**src/rtl/cal_regs_cfg.svh**
```systemverilog
// Purpose: register indices, field positions, reset values and write masks
// Assumes: byte address is four times the register index
// Notes:   16-bit registers sit in the low half of each 32-bit word
`ifndef CAL_REGS_CFG_SVH
`define CAL_REGS_CFG_SVH

// ============================================================
// register indices
`define CAL_IDX_THRESH_LOW     6'h08
`define CAL_IDX_CH0_GAIN_LOW   6'h0d
`define CAL_IDX_CH1_CONFIG     6'h0e
`define CAL_IDX_CH1_OFS_HIGH   6'h0f
`define CAL_IDX_CH1_OFS_LOW    6'h10
`define CAL_IDX_CH1_GAIN_HIGH  6'h11
`define CAL_IDX_CH1_GAIN_LOW   6'h12

// ============================================================
// field positions
`define CAL_CFG_PHASE_MSB      15
`define CAL_CFG_PHASE_LSB      6
`define CAL_CFG_BYPASS_BIT     2
`define CAL_CFG_MUX_MSB        1
`define CAL_CFG_MUX_LSB        0
`define CAL_LOW_BYTE_MSB       15
`define CAL_LOW_BYTE_LSB       8
`define CAL_DC_SET_MSB         3
`define CAL_DC_SET_LSB         0

// ============================================================
// writable bits; everything else is reserved and stays zero
`define CAL_WMASK_THRESH_LOW   16'hff0f
`define CAL_WMASK_CONFIG       16'hffc7
`define CAL_WMASK_FULL         16'hffff
`define CAL_WMASK_UPPER_BYTE   16'hff00

// ============================================================
// reset values
`define CAL_RST_ZERO           16'h0000
`define CAL_RST_GAIN_HIGH      16'h8000

`endif

```
**src/rtl/cal_regs_pkg.sv**
```systemverilog
// Purpose: shared types of the calibration register bank
// Assumes: nothing beyond the cfg header
// Notes:   constants live in cal_regs_cfg.svh
package cal_regs_pkg;

  typedef logic [15:0] reg16_t;
  typedef logic [5:0]  reg_idx_t;
  typedef logic [23:0] cal24_t;

  // ============================================================
  // response codes
  typedef enum logic [1:0] {
    resp_okay_e   = 2'b00,
    resp_slverr_e = 2'b10
  } axi_resp_t;

endpackage : cal_regs_pkg

```
**src/rtl/cal_regs_if.sv**
```systemverilog
// Purpose: carries register accesses from the bus slave to the bank
// Assumes: one clock, all signals combinational within a cycle
// Notes:   hit answers come back in the same cycle as the enable
`timescale 1ns/1ps
interface cal_regs_if;
  import cal_regs_pkg::*;

  logic     wr_en;
  reg_idx_t wr_idx;
  reg16_t   wr_data;
  logic [1:0] wr_strb;
  logic     wr_hit;
  logic     rd_en;
  reg_idx_t rd_idx;
  reg16_t   rd_data;
  logic     rd_hit;

  modport bus (
    output wr_en, wr_idx, wr_data, wr_strb, rd_en, rd_idx,
    input  wr_hit, rd_data, rd_hit
  );
  modport regs (
    input  wr_en, wr_idx, wr_data, wr_strb, rd_en, rd_idx,
    output wr_hit, rd_data, rd_hit
  );
endinterface : cal_regs_if

```
**src/rtl/cal_axil_slave.sv**
```systemverilog
// Purpose: AXI4-Lite slave front end of the calibration bank
// Assumes: master and bank on i_mclk
// Notes:   write response two cycles after both halves, read data next cycle
`timescale 1ns/1ps
module cal_axil_slave (
  // clock and reset
  input  wire logic                   i_mclk,
  input  wire logic                   i_rst_n,
  // write address and data
  input  wire logic                   i_awvalid,
  output logic                        o_awready,
  input  wire logic [7:0]             i_awaddr,
  input  wire logic                   i_wvalid,
  output logic                        o_wready,
  input  wire logic [31:0]            i_wdata,
  input  wire logic [3:0]             i_wstrb,
  // write response
  output logic                        o_bvalid,
  input  wire logic                   i_bready,
  output cal_regs_pkg::axi_resp_t     o_bresp,
  // read
  input  wire logic                   i_arvalid,
  output logic                        o_arready,
  input  wire logic [7:0]             i_araddr,
  output logic                        o_rvalid,
  input  wire logic                   i_rready,
  output logic [31:0]                 o_rdata,
  output cal_regs_pkg::axi_resp_t     o_rresp,
  // register side
  cal_regs_if.bus                     regs
);
  import cal_regs_pkg::*;

  logic       aw_full_r, aw_full_nxt, w_full_r, w_full_nxt;
  reg_idx_t   aw_idx_r, aw_idx_nxt;
  reg16_t     w_data_r, w_data_nxt;
  logic [1:0] w_strb_r, w_strb_nxt;
  logic       bvalid_r, bvalid_nxt, rvalid_r, rvalid_nxt;
  axi_resp_t  bresp_r, bresp_nxt, rresp_r, rresp_nxt;
  logic [31:0] rdata_r, rdata_nxt;
  logic       do_wr;

  // ============================================================
  // handshakes
  assign o_awready = !aw_full_r;
  assign o_wready  = !w_full_r;
  // one read at a time: refuse a new address while data waits
  assign o_arready = !rvalid_r;
  assign do_wr     = aw_full_r && w_full_r && !bvalid_r;

  assign regs.wr_en   = do_wr;
  assign regs.wr_idx  = aw_idx_r;
  assign regs.wr_data = w_data_r;
  assign regs.wr_strb = w_strb_r;
  assign regs.rd_en   = i_arvalid && !rvalid_r;
  assign regs.rd_idx  = i_araddr[7:2];

  assign o_bvalid = bvalid_r;
  assign o_bresp  = bresp_r;
  assign o_rvalid = rvalid_r;
  assign o_rdata  = rdata_r;
  assign o_rresp  = rresp_r;

  // ============================================================
  // next state
  always_comb begin
    aw_full_nxt = aw_full_r;
    aw_idx_nxt  = aw_idx_r;
    w_full_nxt  = w_full_r;
    w_data_nxt  = w_data_r;
    w_strb_nxt  = w_strb_r;
    bvalid_nxt  = bvalid_r;
    bresp_nxt   = bresp_r;
    rvalid_nxt  = rvalid_r;
    rdata_nxt   = rdata_r;
    rresp_nxt   = rresp_r;
    if (i_awvalid && !aw_full_r) begin
      aw_full_nxt = 1'b1;
      aw_idx_nxt  = i_awaddr[7:2];
    end
    if (i_wvalid && !w_full_r) begin
      w_full_nxt = 1'b1;
      w_data_nxt = i_wdata[15:0];
      w_strb_nxt = i_wstrb[1:0];
    end
    if (bvalid_r && i_bready) begin
      bvalid_nxt = 1'b0;
    end
    if (do_wr) begin
      aw_full_nxt = 1'b0;
      w_full_nxt  = 1'b0;
      bvalid_nxt  = 1'b1;
      bresp_nxt   = regs.wr_hit ? resp_okay_e : resp_slverr_e;
    end
    if (rvalid_r && i_rready) begin
      rvalid_nxt = 1'b0;
    end
    if (regs.rd_en) begin
      rvalid_nxt = 1'b1;
      rdata_nxt  = {16'h0000, regs.rd_data};
      rresp_nxt  = regs.rd_hit ? resp_okay_e : resp_slverr_e;
    end
  end

  always_ff @(posedge i_mclk or negedge i_rst_n) begin
    if (!i_rst_n) begin
      aw_full_r <= 1'b0;
      aw_idx_r  <= 6'h00;
      w_full_r  <= 1'b0;
      w_data_r  <= 16'h0000;
      w_strb_r  <= 2'h0;
      bvalid_r  <= 1'b0;
      bresp_r   <= resp_okay_e;
      rvalid_r  <= 1'b0;
      rdata_r   <= 32'h0000_0000;
      rresp_r   <= resp_okay_e;
    end else begin
      aw_full_r <= aw_full_nxt;
      aw_idx_r  <= aw_idx_nxt;
      w_full_r  <= w_full_nxt;
      w_data_r  <= w_data_nxt;
      w_strb_r  <= w_strb_nxt;
      bvalid_r  <= bvalid_nxt;
      bresp_r   <= bresp_nxt;
      rvalid_r  <= rvalid_nxt;
      rdata_r   <= rdata_nxt;
      rresp_r   <= rresp_nxt;
    end
  end

endmodule : cal_axil_slave

```
**src/rtl/adc_channel_calibration_regs.sv**
```systemverilog
// Purpose: channel 0 gain low word and channel 1 configuration and calibration
// Assumes: AXI4-Lite master on i_mclk; datapath reads the outputs below
// Notes:   unmapped indices answer SLVERR and read zero
//
// Design decision made here: the AXI4-Lite interface to the registers.
`timescale 1ns/1ps
`include "cal_regs_cfg.svh"
module adc_channel_calibration_regs (
  // clock and reset
  input  wire logic                   i_mclk,
  input  wire logic                   i_rst_n,
  // axi4-lite write address and data
  input  wire logic                   i_s_axi_awvalid,
  output logic                        o_s_axi_awready,
  input  wire logic [7:0]             i_s_axi_awaddr,
  input  wire logic                   i_s_axi_wvalid,
  output logic                        o_s_axi_wready,
  input  wire logic [31:0]            i_s_axi_wdata,
  input  wire logic [3:0]             i_s_axi_wstrb,
  // axi4-lite write response
  output logic                        o_s_axi_bvalid,
  input  wire logic                   i_s_axi_bready,
  output cal_regs_pkg::axi_resp_t     o_s_axi_bresp,
  // axi4-lite read
  input  wire logic                   i_s_axi_arvalid,
  output logic                        o_s_axi_arready,
  input  wire logic [7:0]             i_s_axi_araddr,
  output logic                        o_s_axi_rvalid,
  input  wire logic                   i_s_axi_rready,
  output logic [31:0]                 o_s_axi_rdata,
  output cal_regs_pkg::axi_resp_t     o_s_axi_rresp,
  // channel 0 settings
  output logic [7:0]                  o_ch0_gain_low_bits,
  // channel 1 settings
  output logic [9:0]                  o_ch1_phase_delay,
  output logic                        o_ch1_dc_filter_bypass,
  output logic [1:0]                  o_ch1_input_select,
  output cal_regs_pkg::cal24_t        o_ch1_offset_cal,
  output cal_regs_pkg::cal24_t        o_ch1_gain_cal,
  // global settings
  output logic [3:0]                  o_global_dc_filter_setting,
  output logic [7:0]                  o_threshold_low_bits
);
  import cal_regs_pkg::*;

  // ============================================================
  // helpers

  // byte strobes widened to a bit mask over the low half-word
  function automatic reg16_t strb_mask(input logic [1:0] strb);
    strb_mask = {{8{strb[1]}}, {8{strb[0]}}};
  endfunction : strb_mask

  // only writable bits under an enabled lane change
  function automatic reg16_t merge16(input reg16_t old_v, input reg16_t new_v,
                                     input reg16_t wmask, input logic [1:0] strb);
    reg16_t m;
    m = wmask & strb_mask(strb);
    merge16 = (old_v & ~m) | (new_v & m);
  endfunction : merge16

  // high word holds bits 23:8, low word holds bits 7:0 in its upper byte
  function automatic cal24_t join24(input reg16_t hi, input reg16_t lo);
    join24 = {hi, lo[`CAL_LOW_BYTE_MSB:`CAL_LOW_BYTE_LSB]};
  endfunction : join24

  function automatic logic idx_mapped(input reg_idx_t idx);
    idx_mapped = (idx == `CAL_IDX_THRESH_LOW) ||
                 ((idx >= `CAL_IDX_CH0_GAIN_LOW) && (idx <= `CAL_IDX_CH1_GAIN_LOW));
  endfunction : idx_mapped

  // ============================================================
  // bus slave
  cal_regs_if acc ();

  cal_axil_slave u_slave (
    .i_mclk    (i_mclk),
    .i_rst_n   (i_rst_n),
    .i_awvalid (i_s_axi_awvalid),
    .o_awready (o_s_axi_awready),
    .i_awaddr  (i_s_axi_awaddr),
    .i_wvalid  (i_s_axi_wvalid),
    .o_wready  (o_s_axi_wready),
    .i_wdata   (i_s_axi_wdata),
    .i_wstrb   (i_s_axi_wstrb),
    .o_bvalid  (o_s_axi_bvalid),
    .i_bready  (i_s_axi_bready),
    .o_bresp   (o_s_axi_bresp),
    .i_arvalid (i_s_axi_arvalid),
    .o_arready (o_s_axi_arready),
    .i_araddr  (i_s_axi_araddr),
    .o_rvalid  (o_s_axi_rvalid),
    .i_rready  (i_s_axi_rready),
    .o_rdata   (o_s_axi_rdata),
    .o_rresp   (o_s_axi_rresp),
    .regs      (acc.bus)
  );

  // ============================================================
  // register storage
  reg16_t thresh_low_r,    thresh_low_nxt;
  reg16_t ch0_gain_low_r,  ch0_gain_low_nxt;
  reg16_t ch1_config_r,    ch1_config_nxt;
  reg16_t ch1_ofs_high_r,  ch1_ofs_high_nxt;
  reg16_t ch1_ofs_low_r,   ch1_ofs_low_nxt;
  reg16_t ch1_gain_high_r, ch1_gain_high_nxt;
  reg16_t ch1_gain_low_r,  ch1_gain_low_nxt;

  logic wr_go;

  assign wr_go      = acc.wr_en;
  assign acc.wr_hit = idx_mapped(acc.wr_idx);
  assign acc.rd_hit = idx_mapped(acc.rd_idx);

  // ============================================================
  // write path
  // reserved bits are masked out, so they keep their zero reset value
  always_comb begin
    thresh_low_nxt    = thresh_low_r;
    ch0_gain_low_nxt  = ch0_gain_low_r;
    ch1_config_nxt    = ch1_config_r;
    ch1_ofs_high_nxt  = ch1_ofs_high_r;
    ch1_ofs_low_nxt   = ch1_ofs_low_r;
    ch1_gain_high_nxt = ch1_gain_high_r;
    ch1_gain_low_nxt  = ch1_gain_low_r;
    if (wr_go && (acc.wr_idx == `CAL_IDX_THRESH_LOW)) begin
      thresh_low_nxt = merge16(thresh_low_r, acc.wr_data,
                               `CAL_WMASK_THRESH_LOW, acc.wr_strb);
    end else if (wr_go && (acc.wr_idx == `CAL_IDX_CH0_GAIN_LOW)) begin
      ch0_gain_low_nxt = merge16(ch0_gain_low_r, acc.wr_data,
                                 `CAL_WMASK_UPPER_BYTE, acc.wr_strb);
    end else if (wr_go && (acc.wr_idx == `CAL_IDX_CH1_CONFIG)) begin
      ch1_config_nxt = merge16(ch1_config_r, acc.wr_data,
                               `CAL_WMASK_CONFIG, acc.wr_strb);
    end else if (wr_go && (acc.wr_idx == `CAL_IDX_CH1_OFS_HIGH)) begin
      ch1_ofs_high_nxt = merge16(ch1_ofs_high_r, acc.wr_data,
                                 `CAL_WMASK_FULL, acc.wr_strb);
    end else if (wr_go && (acc.wr_idx == `CAL_IDX_CH1_OFS_LOW)) begin
      ch1_ofs_low_nxt = merge16(ch1_ofs_low_r, acc.wr_data,
                                `CAL_WMASK_UPPER_BYTE, acc.wr_strb);
    end else if (wr_go && (acc.wr_idx == `CAL_IDX_CH1_GAIN_HIGH)) begin
      ch1_gain_high_nxt = merge16(ch1_gain_high_r, acc.wr_data,
                                  `CAL_WMASK_FULL, acc.wr_strb);
    end else if (wr_go && (acc.wr_idx == `CAL_IDX_CH1_GAIN_LOW)) begin
      ch1_gain_low_nxt = merge16(ch1_gain_low_r, acc.wr_data,
                                 `CAL_WMASK_UPPER_BYTE, acc.wr_strb);
    end
  end

  always_ff @(posedge i_mclk or negedge i_rst_n) begin
    if (!i_rst_n) begin
      thresh_low_r    <= `CAL_RST_ZERO;
      ch0_gain_low_r  <= `CAL_RST_ZERO;
      ch1_config_r    <= `CAL_RST_ZERO;
      ch1_ofs_high_r  <= `CAL_RST_ZERO;
      ch1_ofs_low_r   <= `CAL_RST_ZERO;
      ch1_gain_high_r <= `CAL_RST_GAIN_HIGH;
      ch1_gain_low_r  <= `CAL_RST_ZERO;
    end else begin
      thresh_low_r    <= thresh_low_nxt;
      ch0_gain_low_r  <= ch0_gain_low_nxt;
      ch1_config_r    <= ch1_config_nxt;
      ch1_ofs_high_r  <= ch1_ofs_high_nxt;
      ch1_ofs_low_r   <= ch1_ofs_low_nxt;
      ch1_gain_high_r <= ch1_gain_high_nxt;
      ch1_gain_low_r  <= ch1_gain_low_nxt;
    end
  end

  // ============================================================
  // read path
  // unmapped indices read zero; the slave turns the miss into SLVERR
  always_comb begin
    if (acc.rd_idx == `CAL_IDX_THRESH_LOW) begin
      acc.rd_data = thresh_low_r & `CAL_WMASK_THRESH_LOW;
    end else if (acc.rd_idx == `CAL_IDX_CH0_GAIN_LOW) begin
      acc.rd_data = ch0_gain_low_r & `CAL_WMASK_UPPER_BYTE;
    end else if (acc.rd_idx == `CAL_IDX_CH1_CONFIG) begin
      acc.rd_data = ch1_config_r & `CAL_WMASK_CONFIG;
    end else if (acc.rd_idx == `CAL_IDX_CH1_OFS_HIGH) begin
      acc.rd_data = ch1_ofs_high_r;
    end else if (acc.rd_idx == `CAL_IDX_CH1_OFS_LOW) begin
      acc.rd_data = ch1_ofs_low_r & `CAL_WMASK_UPPER_BYTE;
    end else if (acc.rd_idx == `CAL_IDX_CH1_GAIN_HIGH) begin
      acc.rd_data = ch1_gain_high_r;
    end else if (acc.rd_idx == `CAL_IDX_CH1_GAIN_LOW) begin
      acc.rd_data = ch1_gain_low_r & `CAL_WMASK_UPPER_BYTE;
    end else begin
      acc.rd_data = `CAL_RST_ZERO;
    end
  end

  // ============================================================
  // settings to the datapath
  // the calibration words are live halves, so software writes high then low
  // and the datapath may see one mixed value in between
  assign o_ch0_gain_low_bits    = ch0_gain_low_r[`CAL_LOW_BYTE_MSB:`CAL_LOW_BYTE_LSB];
  assign o_ch1_phase_delay      = ch1_config_r[`CAL_CFG_PHASE_MSB:`CAL_CFG_PHASE_LSB];
  assign o_ch1_dc_filter_bypass = ch1_config_r[`CAL_CFG_BYPASS_BIT];
  assign o_ch1_input_select     = ch1_config_r[`CAL_CFG_MUX_MSB:`CAL_CFG_MUX_LSB];
  assign o_ch1_offset_cal       = join24(ch1_ofs_high_r, ch1_ofs_low_r);
  assign o_ch1_gain_cal         = join24(ch1_gain_high_r, ch1_gain_low_r);
  assign o_global_dc_filter_setting = thresh_low_r[`CAL_DC_SET_MSB:`CAL_DC_SET_LSB];
  assign o_threshold_low_bits   = thresh_low_r[`CAL_LOW_BYTE_MSB:`CAL_LOW_BYTE_LSB];

endmodule : adc_channel_calibration_regs

```
**config.mk**
```make
export PLATFORM = sky130hd
export DESIGN_NAME = adc_channel_calibration_regs
export DESIGN_NICKNAME = d
export VERILOG_FILES = /design/src/rtl/cal_regs_pkg.sv /design/src/rtl/cal_regs_if.sv /design/src/rtl/cal_axil_slave.sv /design/src/rtl/adc_channel_calibration_regs.sv
export VERILOG_INCLUDE_DIRS = /design/src /design/src/rtl
export SDC_FILE = /design/constraint.sdc
export NUM_CORES = 1
export LEC_CHECK = 0
export BUFFER_PORTS_ARGS = -buffer_cell sky130_fd_sc_hd__buf_2
export CORE_MARGIN = 3
export CORE_UTILIZATION = 57
export CTS_BUF_LIST = sky130_fd_sc_hd__clkbuf_4
export CTS_CLUSTER_SIZE = 28
export DETAILED_ROUTE_END_ITERATION = 16
export GPL_TIMING_DRIVEN = 0
export PLACE_DENSITY = 0.95
export SYNTH_ARGS = -nofsm -noshare
export SYNTH_HDL_FRONTEND = slang
export SYNTH_SLANG_ARGS = --single-unit
```
**constraint.sdc**
```tcl
create_clock -name i_mclk -period 4.85 [get_ports i_mclk]
set_input_delay 0.2425 -clock i_mclk [delete_from_list [all_inputs] [get_ports i_mclk]]
set_output_delay 0.2425 -clock i_mclk [all_outputs]
set_load 0.02 [all_outputs]
```
==> results_dict.tcl, run 1 <==
set metrics [dict create \
    synthCells 436 \
    post-route-util_pct 74.4 \
    critical_path_class "register to register" \
    slew_violations 0 \
    diodes 0 \
    ios 181 \
    reg2reg_depth 4 \
    setup_ws_ps 2780 \
    antenna_found_initial 0 \
    clkSinkCount 127 \
    syn_area_sq_um 5740 \
    row_count 36 \
    synth_flop_cell "dfrtp_1" \
    cts_buffer_depth 2 \
    async_flop_share_pct 100 \
    hold_start "i_s_axi_araddr[7]" \
    yosys.area.top_type_share_pct 54.9 \
    die_area_sq_um 11300 \
    worstMarginPinSlew_ps 668 \
    grt_first_pass_wirelength_um 26200 \
    core_sq_um 9770 \
    crit_buf_inv 0 \
    via_per_inst 5.96 \
    clk_latency_ps 530 \
    finalHoldViolCount 0 \
    fin_nets 700 \
    avgRoutedWirePerCell_um 21.1 \
    power_density_nw_per_um2 573 \
    cp_cell_sequence "nand2b_1 -> nor3_1 -> nand4_1 -> mux2_2" \
    syn_to_final_growth_pct 26.6 \
    cellLeakagePower_uw 0.00374 \
    crit_slowest_cell "nand4_1" \
    cts_setup_buffers 0 \
    path_clk_slew_ps 110 \
    cp-start-kind "register" \
    rrSetupSlack_ps 2780 \
    gp_congestion 0.847 \
    die_h_um 106 \
    dr_total_vias 4692 \
    min_path_cells 3 \
    ys_seq_elements 127 \
    finalSetupTns_ps 0 \
    drive_above_1_share_pct 48.5 \
    ys_top_cells_by_area "dfrtp_1 (55%), mux2_2 (23%), buf_4 (2.4%)" \
    initial_utilization_pct 58.7 \
    drc 0 \
    maxCapViolations 0 \
    port_buffers 139 \
    rsz0062_at_grt "no" \
    cts_tree "yes" \
    stdcell_area_sq_um 7270 \
    ant_nets 0 \
    ys_warn_count 0 \
    overflow 0 \
    cp.required_ps 5270 \
    wl_um 16600 \
    drt_iter0_markers 371 \
    arrival_ps 2490 \
    layout_commonest_cell "buf_2" \
    grt_max_degree 99 \
    cp-end-kind "register" \
    min_path_type "input port to register" \
    fin_skew_ps 16.9 \
    status "complete, no violations" \
    yosysTopAreaCell "dfrtp_1" \
    finalCritPeriodShare_pct 42.7 \
    r2r-start "u_slave.regs.wr_idx[3]" \
    grt_usage_pct 30.1 \
    slowest_delay_ps 540 \
    root_buffer "clkbuf_4" \
    fmax_ghz 0.483 \
    cts_buffers 17 \
    grt_pass1_vias 4790 \
    placed_area_sq_um 6700 \
    hold_end "u_slave.o_rresp[1]" \
    final.min_clock_period_ps 2070 \
    path_max_fanout 8 \
    pre_cts_ws_ps 2830 \
    max-slew-margin-rel_pct 55.4 \
    chipWidth_um 106 \
    synth_cell_type_count 48 \
    synth_edf_count 0 \
    syn_avg_cell_area_sq_um 13.2 \
    hpwl_um 11100 \
    ir_worst_vdd_mv 0.350 \
    mostFrequentLayoutCells "buf_2 (143), dfrtp_1 (126), mux2_2 (115)" \
    cts.htree.levels 4 \
    power_uw 4170 \
    ys_seq_area_share_pct 55.4 \
    fill_cells 637 \
    finalSetupViolations 0 \
    postCtsResizedCells 0 \
    cp_top_family "simple AND/OR/NAND/NOR gates" \
    first_pass_iters 7 \
]
-- cell usage after synthesis, drive strengths merged, types with 2 or more instances --
cell type,n
o221ai,4
o211ai,4
o21ai,14
mux2,115
inv,6
o2bb2ai,8
or3b,2
a31oi,8
a221oi,8
nor2,17
clkbuf,11
nor3b,2
nand3,8
and2,7
mux2i,8
dfrtp,126
buf,24
a21oi,5
and4bb,2
nor4,3
nand2,18
a32oi,2
nand2b,5
o22ai,2
nor2b,8
a22oi,5
-- worst max-delay path by stage --
stage                      startpoint                  end  slack [ps]  depth (start not counted)
2_1_floorplan  u_slave.regs.wr_idx[0]             register        3140                          4
3_3_place_gp                  i_rst_n            async pin        2090                          1
3_5_place_dp        i_s_axi_araddr[2]  u_slave.o_rdata[12]        2830                          5
4_1_cts        u_slave.regs.wr_idx[0]             register        2830                          4
5_1_grt        u_slave.regs.wr_idx[3]             register        2710                          4
6_report       u_slave.regs.wr_idx[3]             register        2780                          4
-- per-stage QoR --
step,hold slack [ps],cells
after global placement,438,725
after floorplan,-53.1,453
after detailed placement,139,726
after global routing,95.8,787
after CTS,67.5,787
final,108,787
-- cell type report --
cell class / instances / area (sq um) / share of cell area [%]
sequential: 127 / 3180 / 43.7
multi-input combinational: 285 / 2400 / 33.0
timing repair buffer: 169 / 1020 / 14.0
buffer: 35 / 205 / 2.82
tap: 133 / 166 / 2.29
clock inverter: 15 / 151 / 2.08
clock buffer: 17 / 128 / 1.76
inverter: 6 / 22.5 / 0.310
-- worst register-to-register path, stage by stage (launching register included) --
cell and delay, ps:
dfrtp_1 450, nand2b_1 230, nor3_1 270, nand4_1 540
mux2_2 480
-- report_power, final --
group          leakage (uW)  total [uW]  switching (uW)  internal (uW)
clock network      0.000145         740             396            344
logic               0.00192        1540             879            659
registers           0.00168        1890             431           1460
-- cells by family after synthesis --
group	synth area share [%]
flip-flops	55.4
AND/OR/NAND/NOR	8.39
multiplexers	23.9
other	0.0653
buffers and inverters	3.97
AO/OA/AOI/OAI	8.26
-- per-layer routing --
layer  track usage [%]  wire length [um]
met1              37.2              6130
met2              50.0              8120
met3              8.32              1580
met4              12.8               808
met5                 0                 0
-- timing repair --
action | 4_1_cts | 5_1_grt
hold buffers | 29 | 0
setup endpoints to repair | 0 | 0
endpoints found under the hold margin | 59 | 0
No activity file was read; power rests on OpenSTA's default activity.
==> run 2: changes to the inputs <==
--- a/config.mk
+++ b/config.mk
@@ -8,12 +8,12 @@
 export LEC_CHECK = 0
 export BUFFER_PORTS_ARGS = -buffer_cell sky130_fd_sc_hd__buf_2
 export CORE_MARGIN = 3
-export CORE_UTILIZATION = 57
+export CORE_UTILIZATION = 48
 export CTS_BUF_LIST = sky130_fd_sc_hd__clkbuf_4
 export CTS_CLUSTER_SIZE = 28
 export DETAILED_ROUTE_END_ITERATION = 16
 export GPL_TIMING_DRIVEN = 0
-export PLACE_DENSITY = 0.95
+export PLACE_DENSITY = 0.9
 export SYNTH_ARGS = -nofsm -noshare
 export SYNTH_HDL_FRONTEND = slang
 export SYNTH_SLANG_ARGS = --single-unit
==> constraint.sdc (replaced) <==
create_clock -name i_mclk -period 1.7 [get_ports i_mclk]
set_input_delay 0.085 -clock i_mclk [delete_from_list [all_inputs] [get_ports i_mclk]]
set_output_delay 0.085 -clock i_mclk [all_outputs]
set_load 0.02 [all_outputs]
==> run 2 against run 1 <==
Net effect: the flow now finishes with violations (negative setup slack); clock skew is 5.7 ps lower; via count is 3.9% lower; clock-buffer cell count stayed put; critical path depth is 1 higher; first-iteration DRC count is 8.1% lower; sequential cell count stayed put; final cell count is 3.7% higher; sequential share of layout area is 2.5 points lower; power grew to 3.0 times the previous value; clock power grew to 2.9 times the previous value; combinational power grew to 3.1 times the previous value; largest power group unchanged.
==> results_dict.tcl, run 2 (synthesis gave the netlist of run 1 again) <==
set metrics [dict create \
    antenna_found_initial 1 \
    fmax_ghz 0.572 \
    placed_area_sq_um 6710 \
    path_max_fanout 8 \
    hold-worst-slack_ps 36.1 \
    clk_latency_ps 520 \
    gp_congestion 0.893 \
    finalCritPeriodShare_pct 103 \
    r2r-start "u_slave.regs.wr_idx[4]" \
    fill_cells 837 \
    path_clk_slew_ps 120 \
    die_h_um 115 \
    grt_usage_pct 23.9 \
    core_sq_um 11600 \
    first_pass_iters 4 \
    setup_ws_ps -46.8 \
    ir_worst_vdd_mv 0.965 \
    grt_first_pass_wirelength_um 24200 \
    dr_total_vias 4510 \
    hpwl_um 11200 \
    cts.htree.levels 4 \
    reg2reg_depth 5 \
    initial_utilization_pct 49.6 \
    overflow 0 \
    power_density_nw_per_um2 1600 \
    worstMarginPinSlew_ps 662 \
    cp-start-kind "register" \
    final.min_clock_period_ps 1750 \
    syn_to_final_growth_pct 34.5 \
    drive_above_1_share_pct 52.7 \
    avgRoutedWirePerCell_um 19.5 \
    fin_skew_ps 11.2 \
    cellLeakagePower_uw 0.00394 \
    max-slew-margin-rel_pct 55.9 \
    min_path_type "input port to register" \
    port_buffers 139 \
    cts_buffers 17 \
    rsz0062_at_grt "yes" \
    finalHoldViolCount 0 \
    via_per_inst 5.53 \
    slew_violations 0 \
    multi_input_area_sq_um 2600 \
    root_buffer "clkbuf_4" \
    fin_nets 719 \
    pre_cts_ws_ps -303 \
    chipWidth_um 115 \
    arrival_ps 2160 \
    grt_pass1_vias 4631 \
    finalSetupViolations 28 \
    layout_commonest_cell "buf_2" \
    clkSinkCount 127 \
    mostFrequentLayoutCells "buf_2 (141), dfrtp_1 (123), mux2_2 (95)" \
    die_area_sq_um 13300 \
    cts_tree "yes" \
    status "complete, but fails checks" \
    cp-end-kind "register" \
    wl_um 15900 \
    grt_max_degree 94 \
    hold_end "u_slave.o_rresp[1]" \
    maxCapViolations 0 \
    min_path_cells 4 \
    drt_iter0_markers 341 \
    rrSetupSlack_ps -50 \
    power_uw 12300 \
    hold_start "i_s_axi_araddr[5]" \
    cp.required_ps 2120 \
    stdcell_area_sq_um 7720 \
    critical_path_class "register to register" \
    ios 181 \
    drc 0 \
    seq_area_sq_um 3180 \
    row_count 39 \
    cts_buffer_depth 2 \
    ant_nets 0 \
    violations "negative setup slack" \
]
[run 2: routing by layer]
layer / share of wire, % / track usage (%)
met3: 6.0 / 5.11
met5: 0 / 0
met2: 50 / 39.4
met1: 40 / 29.3
met4: 4.3 / 13.4
[run 2: final cells by class]
type | instances | share of cell area, %
Clock buffer | 17 | 1.65
Antenna cell | 1 | 0.0324
Multi-Input combinational cell | 285 | 33.6
Inverter | 6 | 0.292
Buffer | 35 | 2.82
Tap cell | 143 | 2.32
Timing Repair Buffer | 188 | 15.9
Sequential cell | 127 | 41.2
Clock inverter | 14 | 2.19
[run 2: worst max path at each step]
stage	end	slack [ps]	from	cells past startpoint
after global placement	async pin	-960	i_rst_n	1
after detailed placement	u_slave.o_rdata[9]	-300	i_s_axi_araddr[3]	6
final	register	-50	u_slave.regs.wr_idx[4]	5
after CTS	register	-90	u_slave.regs.wr_idx[4]	5
after floorplan	register	1	u_slave.regs.wr_idx[0]	4
after global routing	register	-80	u_slave.regs.wr_idx[0]	4
[run 2: worst max-delay path: stages, from the launching register on]
cell and delay [ps]:
dfrtp_1 420, buf_6 130, and4bb_2 360, nor2b_4 220, nand2_2 180, mux2_2 340
[run 2: what timing repair did]
item                       in CTS  in global routing
setup buffers                  11                  3
setup endpoints to repair      96                105
hold endpoints to repair      155                  0
pin swaps                       8                  7
hold buffers                   34                  0
resized for setup              21                 42
[run 2: power by group]
group,switching [uW],internal (uW)
Sequential,1190,4170
Clock,1170,1010
Combinational,2620,2180
[run 2: per-stage QoR]
stage	TNS, ps	cells	utilization [%]
final	-620	816	66.8
after global routing	-2700	816	66.8
after CTS	-2840	812	65.2
after detailed placement	-16550	736	58.1
after global placement	-132610	735	57.8
after floorplan	0	453	-
==> run 3: changes to the inputs <==
--- a/config.mk
+++ b/config.mk
@@ -14,6 +14,9 @@
 export DETAILED_ROUTE_END_ITERATION = 16
 export GPL_TIMING_DRIVEN = 0
 export PLACE_DENSITY = 0.9
+export RECOVER_POWER = 50
+export SETUP_SLACK_MARGIN = 0.2
 export SYNTH_ARGS = -nofsm -noshare
 export SYNTH_HDL_FRONTEND = slang
 export SYNTH_SLANG_ARGS = --single-unit
+export TNS_END_PERCENT = 50
==> run 3 against run 2 <==
Net effect: die area unchanged; fmax down 3.1%; combinational power up 6.5%; wire length up 1.8%; the run still ends with negative setup slack left; final area up 0.75%; power down 1.4%; sequential share of layout area down 0.27 points; global-route usage up 0.27 points; clock power down 22%; clock skew up 10 ps; sequential power about the same; sequential cell count unchanged.
==> results_dict.tcl, run 3 (synthesis gave the netlist of run 1 again) <==
set metrics [dict create \
    crit_slowest_cell "dfrtp_2" \
    rsz0062_at_grt "yes" \
    crit_start "u_slave.o_bvalid" \
    grt_usage_pct 24.2 \
    finalCritPeriodShare_pct 106 \
    maxCapViolations 0 \
    cp-start-kind "register" \
    cts.htree.levels 4 \
    hold-worst-slack_ps 47.6 \
    ir_worst_vdd_mv 1.02 \
    chipWidth_um 115 \
    pwr-share-comb_pct 42.0 \
    setup_ws_ps -102 \
    die_area_sq_um 13300 \
    mostFrequentLayoutCells "buf_2 (128), dfrtp_1 (121), mux2_2 (84)" \
    slowest_delay_ps 410 \
    rrSetupSlack_ps -100 \
    drt_iter0_markers 308 \
    arrival_ps 2200 \
    layout_commonest_cell "buf_2" \
    avgRoutedWirePerCell_um 19.7 \
    cp-end-kind "register" \
    initial_utilization_pct 49.6 \
    reg2reg_depth 5 \
    seq_area_sq_um 3190 \
    dr_total_vias 4543 \
    p_clk_share_pct 14.0 \
    fin_nets 726 \
    status "complete, but fails checks" \
    multi_input_area_sq_um 2680 \
    wl_um 16200 \
    power_switching_uw 5070 \
    fmax_ghz 0.555 \
    row_count 39 \
    fill_cells 832 \
    drive_above_1_share_pct 52.4 \
    cts_buffer_depth 2 \
    violations "negative setup slack" \
    ant_nets 0 \
    antenna_found_initial 1 \
    r2r-start "u_slave.o_bvalid" \
    cp.required_ps 2100 \
    syn_to_final_growth_pct 35.5 \
    finalSetupViolations 52 \
    slew_violations 0 \
    grt_first_pass_wirelength_um 24700 \
    fin_skew_ps 21.4 \
    via_per_inst 5.51 \
    cts_tree "yes" \
    swShare_pct 41.6 \
    grt_max_degree 86 \
    finalHoldViolCount 0 \
    cts_buffers 17 \
    path_max_fanout 8 \
    pre_cts_ws_ps -268 \
    drc 0 \
    p_int_uw 7100 \
    port_buffers 139 \
    ios 181 \
    die_h_um 115 \
    final.min_clock_period_ps 1800 \
    path_clk_slew_ps 120 \
    critical_path_class "register to register" \
    sequentialPowerShare_pct 43.9 \
    max-slew-margin-rel_pct 29.1 \
    grt_pass1_vias 4532 \
    finalSetupTns_ps -2500 \
    clkSinkCount 127 \
    min_path_type "input port to register" \
    gp_congestion 0.863 \
    clk_latency_ps 520 \
    cp_cell_sequence "nand4b_1 -> nor4_4 -> buf_6 -> nand2_4 -> mux2_4" \
    core_sq_um 11600 \
    overflow 0 \
    worstMarginPinSlew_ps 1060 \
    root_buffer "clkbuf_4" \
    power_density_nw_per_um2 1560 \
    cellLeakagePower_uw 0.00394 \
    hpwl_um 11000 \
    first_pass_iters 4 \
]
run 3: cell count changes in the layout (fill, tap and decap cells not counted), moves of 3 or more:
| cell | change |
|---|---|
| buf_2 | -13 |
| clkbuf_1 | +11 |
| mux2_2 | -11 |
| mux2_4 | +11 |
| buf_4 | +6 |
| o221ai_1 | -4 |
| bufinv_16 | -3 |
| o221ai_2 | +3 |
run 3: what timing repair did:
| item | CTS | global route |
|---|---|---|
| endpoints found under the setup margin | 117 | 108 |
| hold endpoints to repair | 156 | 0 |
| buffers inserted | 18 | 4 |
| resized for setup | 46 | 37 |
| hold buffers | 33 | 0 |
| pin swaps | 9 | 10 |
run 3: power groups by stage:
stage	logic [uW]	registers, uW	clock network, uW
after detailed placement	4300	5380	0
after CTS	4920	5260	1730
after global routing	5430	5520	1880
after floorplan	1810	6120	0
after global placement	4170	5270	0
final	5110	5350	1710
run 3: critical path, delay by kind of cell, from the launching register on:
kind	cells	cell delay (ps)
AND/OR/NAND/NOR	3	740
flip-flops	1	410
multiplexers	1	350
buffers and inverters	1	200
run 3: how the worst min path moves through the flow:
| stage | cells after the start | from | slack [ps] | endpoint |
|---|---|---|---|---|
| final | 4 | i_s_axi_araddr[4] | 50 | u_slave.o_rresp[1] |
| after global placement | 2 | i_s_axi_rready | 270 | u_slave.o_rvalid |
| after detailed placement | 1 | i_rst_n | 30 | async pin |
| after global routing | 4 | i_s_axi_araddr[4] | 40 | u_slave.o_rresp[1] |
| after CTS | 4 | i_s_axi_araddr[4] | 4 | u_slave.o_rresp[1] |
| after floorplan | 0 | i_rst_n | -210 | async pin |
run 3: layout make-up:
| cell class | instances | area share [%] |
|---|---|---|
| Multi-Input combinational cell | 285 | 34.5 |
| Clock buffer | 17 | 1.64 |
| Tap cell | 143 | 2.30 |
| Clock inverter | 15 | 1.24 |
| Inverter | 6 | 0.289 |
| Timing Repair Buffer | 195 | 15.9 |
| Buffer | 35 | 3.17 |
| Antenna cell | 1 | 0.0322 |
| Sequential cell | 127 | 40.9 |
run 3: stage by stage:
stage / cell area, sq um / cells / power [uW] / utilization [%]
2_1_floorplan: 5860 / 453 / 7930 / -
3_3_place_gp: 6730 / 735 / 9440 / 58.2
3_5_place_dp: 6760 / 736 / 9680 / 58.5
4_1_cts: 7640 / 819 / 11900 / 66.1
5_1_grt: 7780 / 824 / 12800 / 67.3
6_report: 7780 / 824 / 12200 / 67.3
run 3: layer usage:
layer,vias to the layer above,GRT usage (%),routed length (um)
met3,26,6.95,1140
met5,-,0,0
met1,2294,31.0,6720
met4,0,9.47,326
met2,185,39.0,8030
li1,2038,-,-
